File: src/hw/tmr_pkg.sv
// tmr_pkg.sv: constants, types and decode functions of the 16-bit capture/compare timer
// Function
// - with filter on, filtered capture input changes after four equal pin samples
// - with filter on, a capture event is seen four clock cycles later
// - edge select zero triggers capture on falling edges, one on rising
// - a capture event copies the counter into capture register and sets flag
// - when capture register is counter top, capture input is disconnected
// - clock select 000 stops, 001..101 give divide by 1, 8, 64, 256, 1024
// - clock select 110 counts external pin falling edges, 111 rising edges
// - force strobes act only in non-PWM wave modes, ignored otherwise
// - a force strobe applies an immediate match per the output mode now set
// - a force strobe sets no flag and never clears the counter
// - force strobe bits always read back as zero
// - 16-bit registers go through one shared 8-bit high-byte holding register
// - a counter write blocks compare matches on the next timer clock
// - capture source is the capture pin or optionally the analog comparator
// - both compare registers are compared continuously with the counter
// - reset clears control B, control C and all counter, capture, compare bytes
// - four-bit wave mode picks count sequence, top source and waveform type
// - compare flag sets in the timer cycle after counter equals compare value
`default_nettype none
package tmr_pkg;
	localparam logic [7:0] OFF_CTRL_B = 8'h81;
	localparam logic [7:0] OFF_CTRL_C = 8'h82;
	localparam logic [7:0] OFF_CNT_L  = 8'h84;
	localparam logic [7:0] OFF_CNT_H  = 8'h85;
	localparam logic [7:0] OFF_CAP_L  = 8'h86;
	localparam logic [7:0] OFF_CAP_H  = 8'h87;
	localparam logic [7:0] OFF_CMPA_L = 8'h88;
	localparam logic [7:0] OFF_CMPA_H = 8'h89;
	localparam logic [7:0] OFF_CMPB_L = 8'h8A;
	localparam logic [7:0] OFF_CMPB_H = 8'h8B;

	localparam int NOISE_BIT   = 7;
	localparam int EDGE_BIT    = 6;
	localparam int WM3_BIT     = 4;
	localparam int WM2_BIT     = 3;
	localparam int CS_MSB      = 2;
	localparam int CS_LSB      = 0;
	localparam int FORCE_A_BIT = 7;
	localparam int FORCE_B_BIT = 6;
	localparam logic [7:0] CTRL_B_WMASK = 8'hDF;
	localparam logic [7:0] RST_BYTE     = 8'h00;
	localparam int FILT_LEN = 4;

	localparam logic [9:0]  PRE_MASK_8    = 10'h007;
	localparam logic [9:0]  PRE_MASK_64   = 10'h03F;
	localparam logic [9:0]  PRE_MASK_256  = 10'h0FF;
	localparam logic [9:0]  PRE_MASK_1024 = 10'h3FF;
	localparam logic [15:0] TOP_8   = 16'h00FF;
	localparam logic [15:0] TOP_9   = 16'h01FF;
	localparam logic [15:0] TOP_10  = 16'h03FF;
	localparam logic [15:0] TOP_MAX = 16'hFFFF;

	localparam logic [3:0] WM_NORMAL    = 4'h0;
	localparam logic [3:0] WM_PC_8      = 4'h1;
	localparam logic [3:0] WM_PC_9      = 4'h2;
	localparam logic [3:0] WM_PC_10     = 4'h3;
	localparam logic [3:0] WM_CTC_OCRA  = 4'h4;
	localparam logic [3:0] WM_FAST_8    = 4'h5;
	localparam logic [3:0] WM_FAST_9    = 4'h6;
	localparam logic [3:0] WM_FAST_10   = 4'h7;
	localparam logic [3:0] WM_PFC_ICR   = 4'h8;
	localparam logic [3:0] WM_PFC_OCRA  = 4'h9;
	localparam logic [3:0] WM_PC_ICR    = 4'hA;
	localparam logic [3:0] WM_PC_OCRA   = 4'hB;
	localparam logic [3:0] WM_CTC_ICR   = 4'hC;
	localparam logic [3:0] WM_FAST_ICR  = 4'hE;
	localparam logic [3:0] WM_FAST_OCRA = 4'hF;

	localparam logic [1:0] COM_OFF    = 2'h0;
	localparam logic [1:0] COM_TOGGLE = 2'h1;
	localparam logic [1:0] COM_CLEAR  = 2'h2;
	localparam logic [1:0] COM_SET    = 2'h3;

	typedef enum logic [2:0] {
		CS_STOP = 3'h0, CS_DIV1 = 3'h1, CS_DIV8 = 3'h2, CS_DIV64 = 3'h3,
		CS_DIV256 = 3'h4, CS_DIV1024 = 3'h5, CS_EXT_FALL = 3'h6, CS_EXT_RISE = 3'h7
	} tmr_clk_sel_t;

	typedef enum logic [1:0] {
		DIR_UP   = 2'b01,
		DIR_DOWN = 2'b10
	} tmr_dir_t;

	typedef struct packed {
		logic       wr;
		logic       rd;
		logic [7:0] addr;
		logic [7:0] wdata;
	} tmr_bus_t;

	typedef struct packed {
		logic [7:0]  ctrl_b;
		logic [7:0]  temp;
		logic [15:0] cnt;
		logic [15:0] cap;
		logic [15:0] cmp_a;
		logic [15:0] cmp_b;
		logic [9:0]  pre;
		logic        ext_prev;
		logic        cap_prev;
		logic        blk;
		logic [1:0]  match;
		logic        cap_flag;
		logic [1:0]  cmp_flag;
		logic [1:0]  oc;
		tmr_dir_t    dir;
		logic [7:0]  rdata;
	} tmr_state_t;

	function automatic logic is_pwm(input logic [3:0] wm);
		return !(wm == WM_NORMAL || wm == WM_CTC_OCRA || wm == WM_CTC_ICR);
	endfunction : is_pwm

	function automatic logic is_dual_slope(input logic [3:0] wm);
		return wm inside {WM_PC_8, WM_PC_9, WM_PC_10, WM_PFC_ICR, WM_PFC_OCRA, WM_PC_ICR, WM_PC_OCRA};
	endfunction : is_dual_slope

	function automatic logic icr_is_top(input logic [3:0] wm);
		return wm inside {WM_PFC_ICR, WM_PC_ICR, WM_CTC_ICR, WM_FAST_ICR};
	endfunction : icr_is_top

	function automatic logic [15:0] top_of(input logic [3:0] wm, input logic [15:0] ocra, input logic [15:0] icr);
		logic [15:0] t;
		t = TOP_MAX;
		if (wm inside {WM_PC_8, WM_FAST_8}) t = TOP_8;
		else if (wm inside {WM_PC_9, WM_FAST_9}) t = TOP_9;
		else if (wm inside {WM_PC_10, WM_FAST_10}) t = TOP_10;
		else if (wm inside {WM_CTC_OCRA, WM_PFC_OCRA, WM_PC_OCRA, WM_FAST_OCRA}) t = ocra;
		else if (icr_is_top(wm)) t = icr;
		return t;
	endfunction : top_of

	// new waveform level on a compare match, real or forced
	function automatic logic oc_on_match(input logic oc, input logic [1:0] com, input logic [3:0] wm,
		input logic up, input logic is_a);
		logic r;
		r = oc;
		unique case (com)
			COM_OFF: r = oc;
			COM_TOGGLE: begin
				if (!is_pwm(wm) || (is_a && wm inside {WM_PFC_OCRA, WM_PC_OCRA, WM_FAST_OCRA, WM_FAST_ICR})) r = !oc;
			end
			COM_CLEAR: r = is_dual_slope(wm) ? !up : 1'b0;
			COM_SET:   r = is_dual_slope(wm) ? up : 1'b1;
		endcase
		return r;
	endfunction : oc_on_match

	function automatic logic oc_at_bottom(input logic oc, input logic [1:0] com);
		return (com == COM_CLEAR) ? 1'b1 : (com == COM_SET) ? 1'b0 : oc;
	endfunction : oc_at_bottom

	function automatic logic clk_tick(input tmr_clk_sel_t cs, input logic [9:0] pre, input logic fall,
		input logic rise);
		logic t;
		unique case (cs)
			CS_STOP:     t = 1'b0;
			CS_DIV1:     t = 1'b1;
			CS_DIV8:     t = (pre & PRE_MASK_8) == PRE_MASK_8;
			CS_DIV64:    t = (pre & PRE_MASK_64) == PRE_MASK_64;
			CS_DIV256:   t = (pre & PRE_MASK_256) == PRE_MASK_256;
			CS_DIV1024:  t = (pre & PRE_MASK_1024) == PRE_MASK_1024;
			CS_EXT_FALL: t = fall;
			CS_EXT_RISE: t = rise;
		endcase
		return t;
	endfunction : clk_tick
endpackage : tmr_pkg
`default_nettype wire

File: src/hw/tmr_cap_filter.sv
// tmr_cap_filter.sv: capture input noise filter with an unfiltered bypass
`default_nettype none
module tmr_cap_filter #(
	parameter int FILT_LEN = 4
) (
	// clock and reset
	input  wire logic clk_i,
	input  wire logic rst_n_i,
	// capture source and filter control
	input  wire logic pin_i,
	input  wire logic en_i,
	// selected capture level
	output logic      level_o
);
	typedef struct packed {
		logic [FILT_LEN-1:0] sh;
		logic                filt;
		logic                raw;
	} tmr_filt_state_t;

	if (FILT_LEN < 2 || FILT_LEN > 16) begin : g_len_chk
		$error("filter length must be 2 to 16");
	end

	tmr_filt_state_t st_ff;
	tmr_filt_state_t nxt_st;

	always_comb begin
		nxt_st     = st_ff;
		nxt_st.raw = pin_i;
		nxt_st.sh  = {st_ff.sh[FILT_LEN-2:0], pin_i};
		if (&st_ff.sh) begin
			nxt_st.filt = 1'b1;
		end else if (~|st_ff.sh) begin
			nxt_st.filt = 1'b0;
		end
	end

	always_ff @(posedge clk_i or negedge rst_n_i) begin
		if (!rst_n_i) begin
			st_ff <= '0;
		end else begin
			st_ff <= nxt_st;
		end
	end

	// both paths register the pin once, so the filter adds exactly FILT_LEN cycles
	assign level_o = en_i ? st_ff.filt : st_ff.raw;
endmodule : tmr_cap_filter
`default_nettype wire

File: src/hw/tmr_top.sv
// tmr_top.sv: 16-bit timer with input capture, two compare channels and byte register port
`default_nettype none
module tmr_top (
	// clock and reset
	input  wire logic              CORE_CLK_I,
	input  wire logic              RST_N_I,
	// register port
	input  wire tmr_pkg::tmr_bus_t REG_BUS_I,
	output logic [7:0]             RDATA_O,
	// control bits kept outside this register group
	input  wire logic [1:0]        WAVE_MODE_LO_I,
	input  wire logic [1:0]        COMPARE_A_MODE_I,
	input  wire logic [1:0]        COMPARE_B_MODE_I,
	input  wire logic              CAPTURE_SRC_ANALOG_I,
	// pins
	input  wire logic              CAPTURE_PIN_I,
	input  wire logic              ANALOG_CMP_I,
	input  wire logic              EXTERNAL_COUNT_PIN_I,
	output logic                   COMPARE_A_OUTPUT_O,
	output logic                   COMPARE_A_OUTPUT_EN_O,
	output logic                   COMPARE_B_OUTPUT_O,
	output logic                   COMPARE_B_OUTPUT_EN_O,
	// event flags, clear is write-one style from outside
	input  wire logic [2:0]        FLAG_CLEAR_I,
	output logic                   CAPTURE_FLAG_O,
	output logic                   COMPARE_A_FLAG_O,
	output logic                   COMPARE_B_FLAG_O
);
	tmr_pkg::tmr_state_t   st_ff;
	tmr_pkg::tmr_state_t   nxt_st;
	tmr_pkg::tmr_clk_sel_t clk_sel;
	logic [3:0]            wave_mode;
	logic [15:0]           top_val;
	logic                  pwm;
	logic                  dual;
	logic                  icr_top;
	logic                  tick;
	logic                  cap_raw;
	logic                  cap_level;
	logic                  cap_evt;
	logic                  wr_c;
	logic                  wr_cnt_l;
	logic                  force_a;
	logic                  force_b;
	logic                  up;

	assign wave_mode = {st_ff.ctrl_b[tmr_pkg::WM3_BIT], st_ff.ctrl_b[tmr_pkg::WM2_BIT], WAVE_MODE_LO_I};
	assign clk_sel   = tmr_pkg::tmr_clk_sel_t'(st_ff.ctrl_b[tmr_pkg::CS_MSB:tmr_pkg::CS_LSB]);
	assign top_val   = tmr_pkg::top_of(wave_mode, st_ff.cmp_a, st_ff.cap);
	assign pwm       = tmr_pkg::is_pwm(wave_mode);
	assign dual      = tmr_pkg::is_dual_slope(wave_mode);
	assign icr_top   = tmr_pkg::icr_is_top(wave_mode);
	assign up        = (st_ff.dir == tmr_pkg::DIR_UP);
	assign tick      = tmr_pkg::clk_tick(clk_sel, st_ff.pre, st_ff.ext_prev && !EXTERNAL_COUNT_PIN_I,
		!st_ff.ext_prev && EXTERNAL_COUNT_PIN_I);
	assign cap_raw   = CAPTURE_SRC_ANALOG_I ? ANALOG_CMP_I : CAPTURE_PIN_I;

	tmr_cap_filter #(
		.FILT_LEN (tmr_pkg::FILT_LEN)
	) u_cap_filter (
		.clk_i   (CORE_CLK_I),
		.rst_n_i (RST_N_I),
		.pin_i   (cap_raw),
		.en_i    (st_ff.ctrl_b[tmr_pkg::NOISE_BIT]),
		.level_o (cap_level)
	);

	// capture pin is ignored entirely while the capture register sets the top
	assign cap_evt = !icr_top && (st_ff.ctrl_b[tmr_pkg::EDGE_BIT] ? (cap_level && !st_ff.cap_prev)
		: (!cap_level && st_ff.cap_prev));
	assign wr_c     = REG_BUS_I.wr && REG_BUS_I.addr == tmr_pkg::OFF_CTRL_C;
	assign wr_cnt_l = REG_BUS_I.wr && REG_BUS_I.addr == tmr_pkg::OFF_CNT_L;
	assign force_a  = wr_c && REG_BUS_I.wdata[tmr_pkg::FORCE_A_BIT] && !pwm;
	assign force_b  = wr_c && REG_BUS_I.wdata[tmr_pkg::FORCE_B_BIT] && !pwm;

	always_comb begin
		nxt_st          = st_ff;
		nxt_st.pre      = st_ff.pre + 10'h001;
		nxt_st.ext_prev = EXTERNAL_COUNT_PIN_I;
		nxt_st.cap_prev = cap_level;
		if (tick) begin
			nxt_st.blk = 1'b0;
		end
		// match is registered, so flags and outputs act one cycle after equality
		nxt_st.match[0] = tick && !st_ff.blk && st_ff.cnt == st_ff.cmp_a;
		nxt_st.match[1] = tick && !st_ff.blk && st_ff.cnt == st_ff.cmp_b;
		if (!dual) begin
			nxt_st.dir = tmr_pkg::DIR_UP;
		end
		if (tick) begin
			if (dual) begin
				unique case (st_ff.dir)
					tmr_pkg::DIR_UP: begin
						if (st_ff.cnt >= top_val) begin
							nxt_st.dir = tmr_pkg::DIR_DOWN;
							nxt_st.cnt = st_ff.cnt - 16'h0001;
						end else begin
							nxt_st.cnt = st_ff.cnt + 16'h0001;
						end
					end
					tmr_pkg::DIR_DOWN: begin
						if (st_ff.cnt == 16'h0000) begin
							nxt_st.dir = tmr_pkg::DIR_UP;
							nxt_st.cnt = st_ff.cnt + 16'h0001;
						end else begin
							nxt_st.cnt = st_ff.cnt - 16'h0001;
						end
					end
				endcase
			end else if (st_ff.cnt == top_val) begin
				nxt_st.cnt = 16'h0000;
				if (pwm) begin
					nxt_st.oc[0] = tmr_pkg::oc_at_bottom(st_ff.oc[0], COMPARE_A_MODE_I);
					nxt_st.oc[1] = tmr_pkg::oc_at_bottom(st_ff.oc[1], COMPARE_B_MODE_I);
				end
			end else begin
				nxt_st.cnt = st_ff.cnt + 16'h0001;
			end
		end
		if (st_ff.match[0]) begin
			nxt_st.oc[0] = tmr_pkg::oc_on_match(st_ff.oc[0], COMPARE_A_MODE_I, wave_mode, up, 1'b1);
		end
		if (st_ff.match[1]) begin
			nxt_st.oc[1] = tmr_pkg::oc_on_match(st_ff.oc[1], COMPARE_B_MODE_I, wave_mode, up, 1'b0);
		end
		// forced match touches only the waveform: no flag, no counter clear
		if (force_a) begin
			nxt_st.oc[0] = tmr_pkg::oc_on_match(st_ff.oc[0], COMPARE_A_MODE_I, wave_mode, 1'b1, 1'b1);
		end
		if (force_b) begin
			nxt_st.oc[1] = tmr_pkg::oc_on_match(st_ff.oc[1], COMPARE_B_MODE_I, wave_mode, 1'b1, 1'b0);
		end
		// set wins over a clear in the same cycle
		nxt_st.cap_flag    = (st_ff.cap_flag && !FLAG_CLEAR_I[0]) || cap_evt
			|| (icr_top && tick && st_ff.cnt == top_val);
		nxt_st.cmp_flag[0] = (st_ff.cmp_flag[0] && !FLAG_CLEAR_I[1]) || st_ff.match[0];
		nxt_st.cmp_flag[1] = (st_ff.cmp_flag[1] && !FLAG_CLEAR_I[2]) || st_ff.match[1];
		if (REG_BUS_I.wr) begin
			case (REG_BUS_I.addr)
				tmr_pkg::OFF_CTRL_B: nxt_st.ctrl_b = REG_BUS_I.wdata & tmr_pkg::CTRL_B_WMASK;
				tmr_pkg::OFF_CNT_H, tmr_pkg::OFF_CAP_H, tmr_pkg::OFF_CMPA_H, tmr_pkg::OFF_CMPB_H: begin
					nxt_st.temp = REG_BUS_I.wdata;
				end
				tmr_pkg::OFF_CNT_L: begin
					// a running counter written here may skip a match the software expected
					nxt_st.cnt = {st_ff.temp, REG_BUS_I.wdata};
					nxt_st.blk = 1'b1;
				end
				tmr_pkg::OFF_CAP_L:  nxt_st.cap   = {st_ff.temp, REG_BUS_I.wdata};
				tmr_pkg::OFF_CMPA_L: nxt_st.cmp_a = {st_ff.temp, REG_BUS_I.wdata};
				tmr_pkg::OFF_CMPB_L: nxt_st.cmp_b = {st_ff.temp, REG_BUS_I.wdata};
				default: ;
			endcase
		end
		if (cap_evt) begin
			nxt_st.cap = st_ff.cnt;
		end
		if (REG_BUS_I.rd) begin
			case (REG_BUS_I.addr)
				tmr_pkg::OFF_CTRL_B: nxt_st.rdata = st_ff.ctrl_b;
				tmr_pkg::OFF_CTRL_C: nxt_st.rdata = tmr_pkg::RST_BYTE;
				tmr_pkg::OFF_CNT_L: begin
					nxt_st.rdata = st_ff.cnt[7:0];
					nxt_st.temp  = st_ff.cnt[15:8];
				end
				tmr_pkg::OFF_CAP_L: begin
					nxt_st.rdata = st_ff.cap[7:0];
					nxt_st.temp  = st_ff.cap[15:8];
				end
				tmr_pkg::OFF_CMPA_L: begin
					nxt_st.rdata = st_ff.cmp_a[7:0];
					nxt_st.temp  = st_ff.cmp_a[15:8];
				end
				tmr_pkg::OFF_CMPB_L: begin
					nxt_st.rdata = st_ff.cmp_b[7:0];
					nxt_st.temp  = st_ff.cmp_b[15:8];
				end
				tmr_pkg::OFF_CNT_H, tmr_pkg::OFF_CAP_H, tmr_pkg::OFF_CMPA_H, tmr_pkg::OFF_CMPB_H: begin
					nxt_st.rdata = st_ff.temp;
				end
				default: nxt_st.rdata = tmr_pkg::RST_BYTE;
			endcase
		end
	end

	always_ff @(posedge CORE_CLK_I or negedge RST_N_I) begin
		if (!RST_N_I) begin
			st_ff     <= '0;
			st_ff.dir <= tmr_pkg::DIR_UP;
		end else begin
			st_ff <= nxt_st;
		end
	end

	assign RDATA_O               = st_ff.rdata;
	assign COMPARE_A_OUTPUT_O    = st_ff.oc[0];
	assign COMPARE_B_OUTPUT_O    = st_ff.oc[1];
	assign COMPARE_A_OUTPUT_EN_O = COMPARE_A_MODE_I != tmr_pkg::COM_OFF;
	assign COMPARE_B_OUTPUT_EN_O = COMPARE_B_MODE_I != tmr_pkg::COM_OFF;
	assign CAPTURE_FLAG_O        = st_ff.cap_flag;
	assign COMPARE_A_FLAG_O      = st_ff.cmp_flag[0];
	assign COMPARE_B_FLAG_O      = st_ff.cmp_flag[1];
endmodule : tmr_top
`default_nettype wire

File: config.mk
export PLATFORM = sky130hd
export DESIGN_NAME = tmr_top
export DESIGN_NICKNAME = d
export VERILOG_FILES = /design/src/hw/tmr_pkg.sv /design/src/hw/tmr_cap_filter.sv /design/src/hw/tmr_top.sv
export SDC_FILE = /design/constraint.sdc
export NUM_CORES = 1
export LEC_CHECK = 0
export BUFFER_PORTS_ARGS = -buffer_cell sky130_fd_sc_hd__buf_2
export CAP_MARGIN = 10
export CORE_MARGIN = 2
export CORE_UTILIZATION = 60
export CTS_CLUSTER_SIZE = 40
export DETAILED_ROUTE_END_ITERATION = 8
export MAX_ROUTING_LAYER = met4
export PLACE_DENSITY = 0.83
export SLEW_MARGIN = 20
export SYNTH_ARGS = -nofsm -noshare
export SYNTH_HDL_FRONTEND = slang
export SYNTH_SLANG_ARGS = --single-unit
File: constraint.sdc
create_clock -name CORE_CLK_I -period 11.3 [get_ports CORE_CLK_I]
set_clock_uncertainty 0.1 [all_clocks]
set_input_delay 0.565 -clock CORE_CLK_I [delete_from_list [all_inputs] [get_ports CORE_CLK_I]]
set_output_delay 0.565 -clock CORE_CLK_I [all_outputs]
set_load 0.1 [all_outputs]
# == Yosys cells after proc, flatten, opt, wreduce, memory -nomap -nowiden ==
# Cells that the tools add are included.
# classes
eq_ne,55
order_cmp,1
bitwise,0
div_mod_pow,0
n_reduce_logical,68
add_sub_neg,3
mul,0
n_mux,55
shifts,0
# op_table
op,count
$mux W16,15
$eq A8 B8 Y1 const B,11
$mux W72,1
$eq A16 B16 Y1,3
$pmux W8 S6,1
$pmux W16 S2,1
$pmux W8 S4,1
$eq A4 B4 Y1 const B,7
$mux W1,20
$reduce_bool A4 Y1,5
$logic_and A1 B1 Y1,18
$add A16 B1 Y16 const B,1
$eq A4 B3 Y1 const B,4
$ge A16 B16 Y1,1
$logic_not A16 Y1,1
$mux W8,2
$sub A16 B1 Y16 const B,1
$eq A3 B3 Y1 const B,5
$mux W2,7
$reduce_and A7 Y1,2
$reduce_bool A2 Y1,7
$logic_not A1 Y1,12
$pmux W1 S3,4
$reduce_bool A3 Y1,4
24 further kinds,48
# totals
reg_bits,115
output_inout_bits,15
mem_count,0
rom_bits,0
input_bits,33
wordCells,202
ram_bits,0
latch_bits,0

# == Longest topological paths before layout ==
# Gate-level depths: netlist of the first run.
# logic_depth
word_depth,16
depth_mapped,19
mapped_depth_nobuf,15

# == Hierarchy ==
# From an unflattened synthesis of the first run, not the netlist that was laid out.
# unflattened
hier_cells,796
area_unflattened_um2,7252.0
# modules_own_cells
module,area_each_um2,instances,seq_area_each_um2,cells_per_inst
tmr_top,7089.3,1,2728.9,787
tmr_cap_filter,162.7,1,125.1,9

# == Worst setup path after synthesis of the first run ==
# Ideal clock, no wire load.
# synth_path
path_type,input port to flip-flop
from,input port WAVE_MODE_LO_I[1]
to,register st_ff[88] in the netlist's numbering
required_ns,11.074
setup_ns,0.126
path_stages,17
slack_ns,7.451
t_arrival_ns,3.623
n_path_buf,4
path_cell_list,clkbuf_1 nor2b_1 clkbuf_1 nor2_1 o22a_1 ha_1 nand4_1 or3_1 a31oi_1 a221o_1 o21a_1 buf_6 and2_4 buf_6 mux2i_1 mux2i_1 a221o_1
# synth_rtl
item,line,rtl
from (decl),tmr_top.sv:11,"input wire logic [1:0] WAVE_MODE_LO_I,"
to (signal assigned),tmr_top.sv:191,st_ff <= nxt_st;
to (decl),tmr_top.sv:29,tmr_pkg::tmr_state_t st_ff;

==> results.cfg, run 1 <==
[status]
status = finished, final reports clean

[run]
drv_cap = 0

[clocking]
clock_sinks = 114
cts_tree = built
post_cts_buffers = 0
clockBufferDepth = 2
root_buffer = clkbuf_16
cts_hold_buf = 0
numCtsBuffers = 17
path_clk_slew_ns = 0.06
cts-resized-gates = 0
clock_latency_ns = 0.43
cts_htree_levels = 4

[logic_synthesis]
yosysUniqueCellTypes = 67
syn_area_per_cell_um2 = 9.38
yosys_warnings = 0
synthArstFlopShare_pct = 100
ys_seq_area_share_pct = 38.9
synth_edf_count = 0
syn-num-nets = 835
yosys_register_bits = 114
synthCells = 782
syn_area_um2 = 7340
ys.flop_type = dfrtp_1

[critical_path]
criticalPathCategory = flip-flop to flip-flop
reg2reg_depth = 13
reg2reg_to = st_ff[89]
worstPathRequired_ns = 11.51
arrival_ns = 4.85
cp_max_fo = 16
cp-start-kind = flip-flop
reg2reg_slack_ns = 6.66
crit_path_end_kind = flip-flop
r2r-start = st_ff[105]

[place]
place.gp.congestion = 0.959
place_area_um2 = 7480
place_inst = 917
portBuffers = 47
dp_hpwl_um = 16200

[sta]
rsz0062_at_grt = no
finalSetupViolCount = 0
tightest_slew_ns = 1.18
max_freq_mhz = 215
tns_ns = 0
finalMaxSlewViolations = 0
max-slew-margin-rel_pct = 20.8
fin_crit_sh_pct = 41.1
fin_crit_ns = 4.64
hold_viol = 0

[grt]
grt_pass1_vias = 6504
grt_max_degree = 69
antenna_found_initial = 0
gr-total-overflow = 0
grt_pass1_wl_um = 36500
grt_util_all_layers_pct = 38.3

[die]
core_um2 = 12000
die_h_um = 115
pin_count = 48
die_area_um2 = 13100
die_w_um = 115
initial_core_util_pct = 61.3
rows = 40

[power_and_ir_drop]
p_total_mw = 1.28
peakVddDrop_uv = 171
sw_frac_of_total_pct = 33.1
p_clk_share_pct = 41.4
p_switching_uw = 424
p_seq_share_pct = 42.0
power-per-cell-area_nw_per_um2 = 159
p_int_uw = 856
pwr-share-comb_pct = 16.7
p_leak_nw = 3.58

[finish]
nNetsFinal = 842
design_area_um2 = 8060
fin_cells = 949
drive_gt1_share_pct = 18.2
layout_common_cells = dfrtp_1 (113), nor2_1 (76), a21oi_1 (54), nand2_1 (50), buf_2 (46)
syn_to_final_growth_pct = 9.88
mostFrequentLayoutCell = dfrtp_1
fin_util_pct = 67.4
antenna_cells = 0

[route]
ant_nets = 0
wl_um = 23300
drc_errors = 0
dr.pass1.iters = 8
drt_iter0_markers = 940
vias_per_cell = 7.02
num_vias = 6658
wl_per_cell_um = 24.6

[hold_path]
hold_class = input port to asynchronous set/reset pin
[cells in the mapped netlist (15+ instances only)]
library cell	number	area, um^2
and3_1	16	100
xor2_1	36	315
a21oi_1	54	270
dfrtp_1	113	2830
mux2i_1	28	280
clkbuf_1	42	158
nor2_1	76	285
inv_1	20	75.1
nand3_1	27	135
o21ai_0	24	120
mux2_2	40	450
ha_1	20	250
a222oi_1	15	150
a211oi_1	19	143
nand2_1	51	191
[per-layer routing]
metal,vias up,track usage [%],wire (um)
li1,2910,-,-
met1,3262,50.1,9330
met2,410,56.8,10600
met3,76,8.95,2370
met4,0,17.1,962
met5,-,-,0
[worst max-delay path, stage by stage, from the launching register on]
cell	delay, ns
dfrtp_1	0.65
nor2b_1	0.77
mux4_2	0.38
a21oi_1	0.05
ha_1	0.30
nand4_1	0.16
or3_1	0.40
a31oi_1	0.18
a221o_1	0.17
o21a_1	0.36
and2_4	0.36
mux2i_1	0.28
mux2i_1	0.10
a221o_1	0.25
[sequential cells by signal, summed over array words and instances, names as in the netlist]
| name | count |
|---|---|
| RDATA_O | 8 |
| u_cap_filter.st_ff | 2 |
| COMPARE_B_OUTPUT_O | 1 |
| COMPARE_B_FLAG_O | 1 |
| u_cap_filter.nxt_st | 3 |
| COMPARE_A_FLAG_O | 1 |
| clk_sel | 3 |
| COMPARE_A_OUTPUT_O | 1 |
| CAPTURE_FLAG_O | 1 |
| st_ff | 93 |
[worst max path at each step]
stage,from,cells after the start,endpoint,slack (ns)
global route,st_ff[105],13,st_ff[89],6.32
CTS,st_ff[105],13,st_ff[89],6.71
detailed placement,WAVE_MODE_LO_I[1],14,st_ff[89],6.65
finish,st_ff[105],13,st_ff[89],6.66
global placement,WAVE_MODE_LO_I[1],14,st_ff[88],6.83
floorplan,WAVE_MODE_LO_I[1],17,st_ff[88],7.45
[layout make-up]
class / count / area (um^2)
Multi-Input combinational cell: 585 / 4100
Fill cell: 938 / 3900
Sequential cell: 114 / 2850
Clock buffer: 20 / 447
Timing Repair Buffer: 51 / 268
Tap cell: 147 / 184
Clock inverter: 12 / 133
Inverter: 20 / 75.1
[power by group through the flow]
| stage | Combinational (mW) | Clock (mW) | Sequential, mW |
|---|---|---|---|
| 6_report | 0.213 | 0.530 | 0.537 |
| 4_1_cts | 0.212 | 0.533 | 0.531 |
| 3_5_place_dp | 0.209 | 0 | 0.537 |
| 5_1_grt | 0.234 | 0.554 | 0.540 |
| 2_1_floorplan | 0.182 | 0 | 0.487 |
| 3_3_place_gp | 0.204 | 0 | 0.536 |
[cells by family (layout without fill, tap and decap cells)]
family,after synthesis,after routing,share of synthesized area [%]
AOI/OAI and AO/OA,202,202,19.4
xor gates and xnor gates,41,41,4.90
adders and majority gates,20,20,3.41
buffers and inverters,83,103,5.32
DFF,114,114,38.9
muxes,69,69,10.3
and+or+nand+nor,253,253,17.8
[stage by stage]
step	hold WS (ns)	worst slack [ns]
final	0.0517	6.66
after global routing	0.102	6.32
after CTS	0.0787	6.71
after detailed placement	0.286	6.65
after global placement	0.280	6.83
after floorplan	0.169	7.45
No activity file was read; power rests on OpenSTA's default activity.
==> run 2, diff against run 1 <==
==> constraint.sdc (replaced) <==
create_clock -name CORE_CLK_I -period 4.85 [get_ports CORE_CLK_I]
set_clock_uncertainty 0.1 [all_clocks]
set_input_delay 0.2425 -clock CORE_CLK_I [delete_from_list [all_inputs] [get_ports CORE_CLK_I]]
set_output_delay 0.2425 -clock CORE_CLK_I [all_outputs]
set_load 0.1 [all_outputs]
==> run 2 against run 1 <==
Sequential cell count unchanged. Clock-buffer cell count shrank 1. Worst hold slack lost 0.047 ns. First-iteration DRC count up 4.0%. Global-route usage down 1.2 points. Cell count grew 1.8%. Setup slack got worse by 6.1 ns. Sequential share of layout area down 0.64 points. Combinational power rose to 2.6 times the previous value. Routed wire length is 2.3% lower. Cell area is 1.8% higher. Critical endpoint unchanged. Non-clock buffer count up 17.
==> results.cfg, run 2 (synthesis results as in run 1) <==
[die]
die_w_um = 115
rows = 40
initial_core_util_pct = 61.3
die_h_um = 115
die_area_um2 = 13100
pin_count = 48
core_um2 = 12000

[finish]
fin_cells = 966
drive_gt1_share_pct = 18.9
mostFrequentLayoutCell = dfrtp_1
antenna_cells = 0
top_register = st_ff
layout_common_cells = dfrtp_1 (113), nor2_1 (76), a21oi_1 (54), nand2_1 (51), buf_2 (46)
fin_util_pct = 68.6
nNetsFinal = 859
syn_to_final_growth_pct = 11.9
design_area_um2 = 8210
largest_reg_flops = 93

[grt]
gr-total-overflow = 0
grt_util_all_layers_pct = 37.1
grt_max_degree = 68
grt_pass1_wl_um = 35800
antenna_found_initial = 0
grt_pass1_vias = 6436

[sta]
fin_crit_ns = 4.34
tns_ns = 0
max_freq_mhz = 231
finalSetupViolCount = 0
whs_ns = 0.00519
rsz0062_at_grt = no
finalMaxSlewViolations = 0
tightest_slew_ns = 1.15
max-slew-margin-rel_pct = 22.4
hold_viol = 0
fin_crit_sh_pct = 89.4

[power_and_ir_drop]
power-per-cell-area_nw_per_um2 = 370
p_leak_nw = 3.66
peakVddDrop_uv = 375

[place]
place_area_um2 = 7550
portBuffers = 47
place_inst = 927
place.gp.congestion = 1.04
dp_hpwl_um = 15900

[clocking]
root_buffer = clkbuf_16
cts_htree_levels = 4
cts_tree = built
clock_sinks = 114
numCtsBuffers = 17
clock_latency_ns = 0.41
clockBufferDepth = 2
path_clk_slew_ns = 0.06

[route]
wl_per_cell_um = 23.6
vias_per_cell = 6.91
drc_errors = 0
ant_nets = 0
dr.pass1.iters = 8
wl_um = 22800
num_vias = 6678
drt_iter0_markers = 978

[hold_path]
hold_class = input port to flip-flop

[critical_path]
max_stage_delay_ns = 0.61
arrival_ns = 4.53
cp-start-kind = flip-flop
worstPathCellList = nor2b_1 > buf_4 > nor2_1 > a21oi_1 > o22ai_1 > ha_1 > nand4_1 > or3_1 > a31oi_1 > a221o_1 > o21a_1 > and2_4 > mux2i_1 > mux2i_1 > a221o_1
crit_path_end_kind = flip-flop
cp_max_fo = 16
cpMaxStageDelayCell = dfrtp_1
worstPathRequired_ns = 5.04
criticalPathCategory = flip-flop to flip-flop
reg2reg_slack_ns = 0.51

[run]
drv_cap = 0

[status]
status = finished, final reports clean
[run 2: cell type report]
type                    instances  area, um^2
clock buffers                  19         433
clock inverters                13         159
fillers                       886        3750
inverters                      20        75.1
multi-input cells             585        4090
flip-flops and latches        114        2850
well taps                     147         184
repair buffers                 68         413
[run 2: power by group]
group / switching (mW) / internal, mW
Clock: 0.465 / 0.807
Sequential: 0.162 / 1.04
Combinational: 0.360 / 0.205
Total: 0.987 / 2.05
[run 2: metal layers]
| metal | vias up | track usage [%] | wire length (um) |
|---|---|---|---|
| li1 | 2946 | - | - |
| met1 | 3230 | 48.2 | 8810 |
| met2 | 427 | 56.0 | 10400 |
| met3 | 75 | 9.00 | 2650 |
| met4 | 0 | 15.1 | 907 |
| met5 | - | - | 0 |
[run 2: worst paths after layout]
kind	from	endpoint	cells after the start
max	st_ff[105]	st_ff[89]	15
min	FLAG_CLEAR_I[2]	COMPARE_B_FLAG_O	3
max reg2reg	st_ff[105]	st_ff[89]	15
min reg2reg	u_cap_filter.nxt_st[4]	u_cap_filter.nxt_st[5]	0
max in group asynchronous	RST_N_I	st_ff[23]	3
min in group asynchronous	RST_N_I	st_ff[90]	2
[run 2: what timing repair did]
item	CTS	global route
resized for setup	0	0
hold buffers	7	0
buffers inserted	0	0
endpoints found under the setup margin	0	0
hold endpoints to repair	70	0
[run 2: critical path, delay by kind of cell, from the launching register on]
family                   cells  cell delay [ns]
AND/OR/NAND/NOR              5             1.39
AO/OA/AOI/OAI                6             1.16
flip-flops                   1             0.61
multiplexers                 2             0.39
adder cells (fa/ha/maj)      1             0.32
buffers and inverters        1             0.24
[run 2: per-stage QoR]
stage / worst slack, ns / total power [mW]
2_1_floorplan: 1.28 / 1.56
3_3_place_gp: 0.735 / 1.73
3_5_place_dp: 0.597 / 1.75
4_1_cts: 0.577 / 3.02
5_1_grt: 0.191 / 3.14
6_report: 0.514 / 3.04
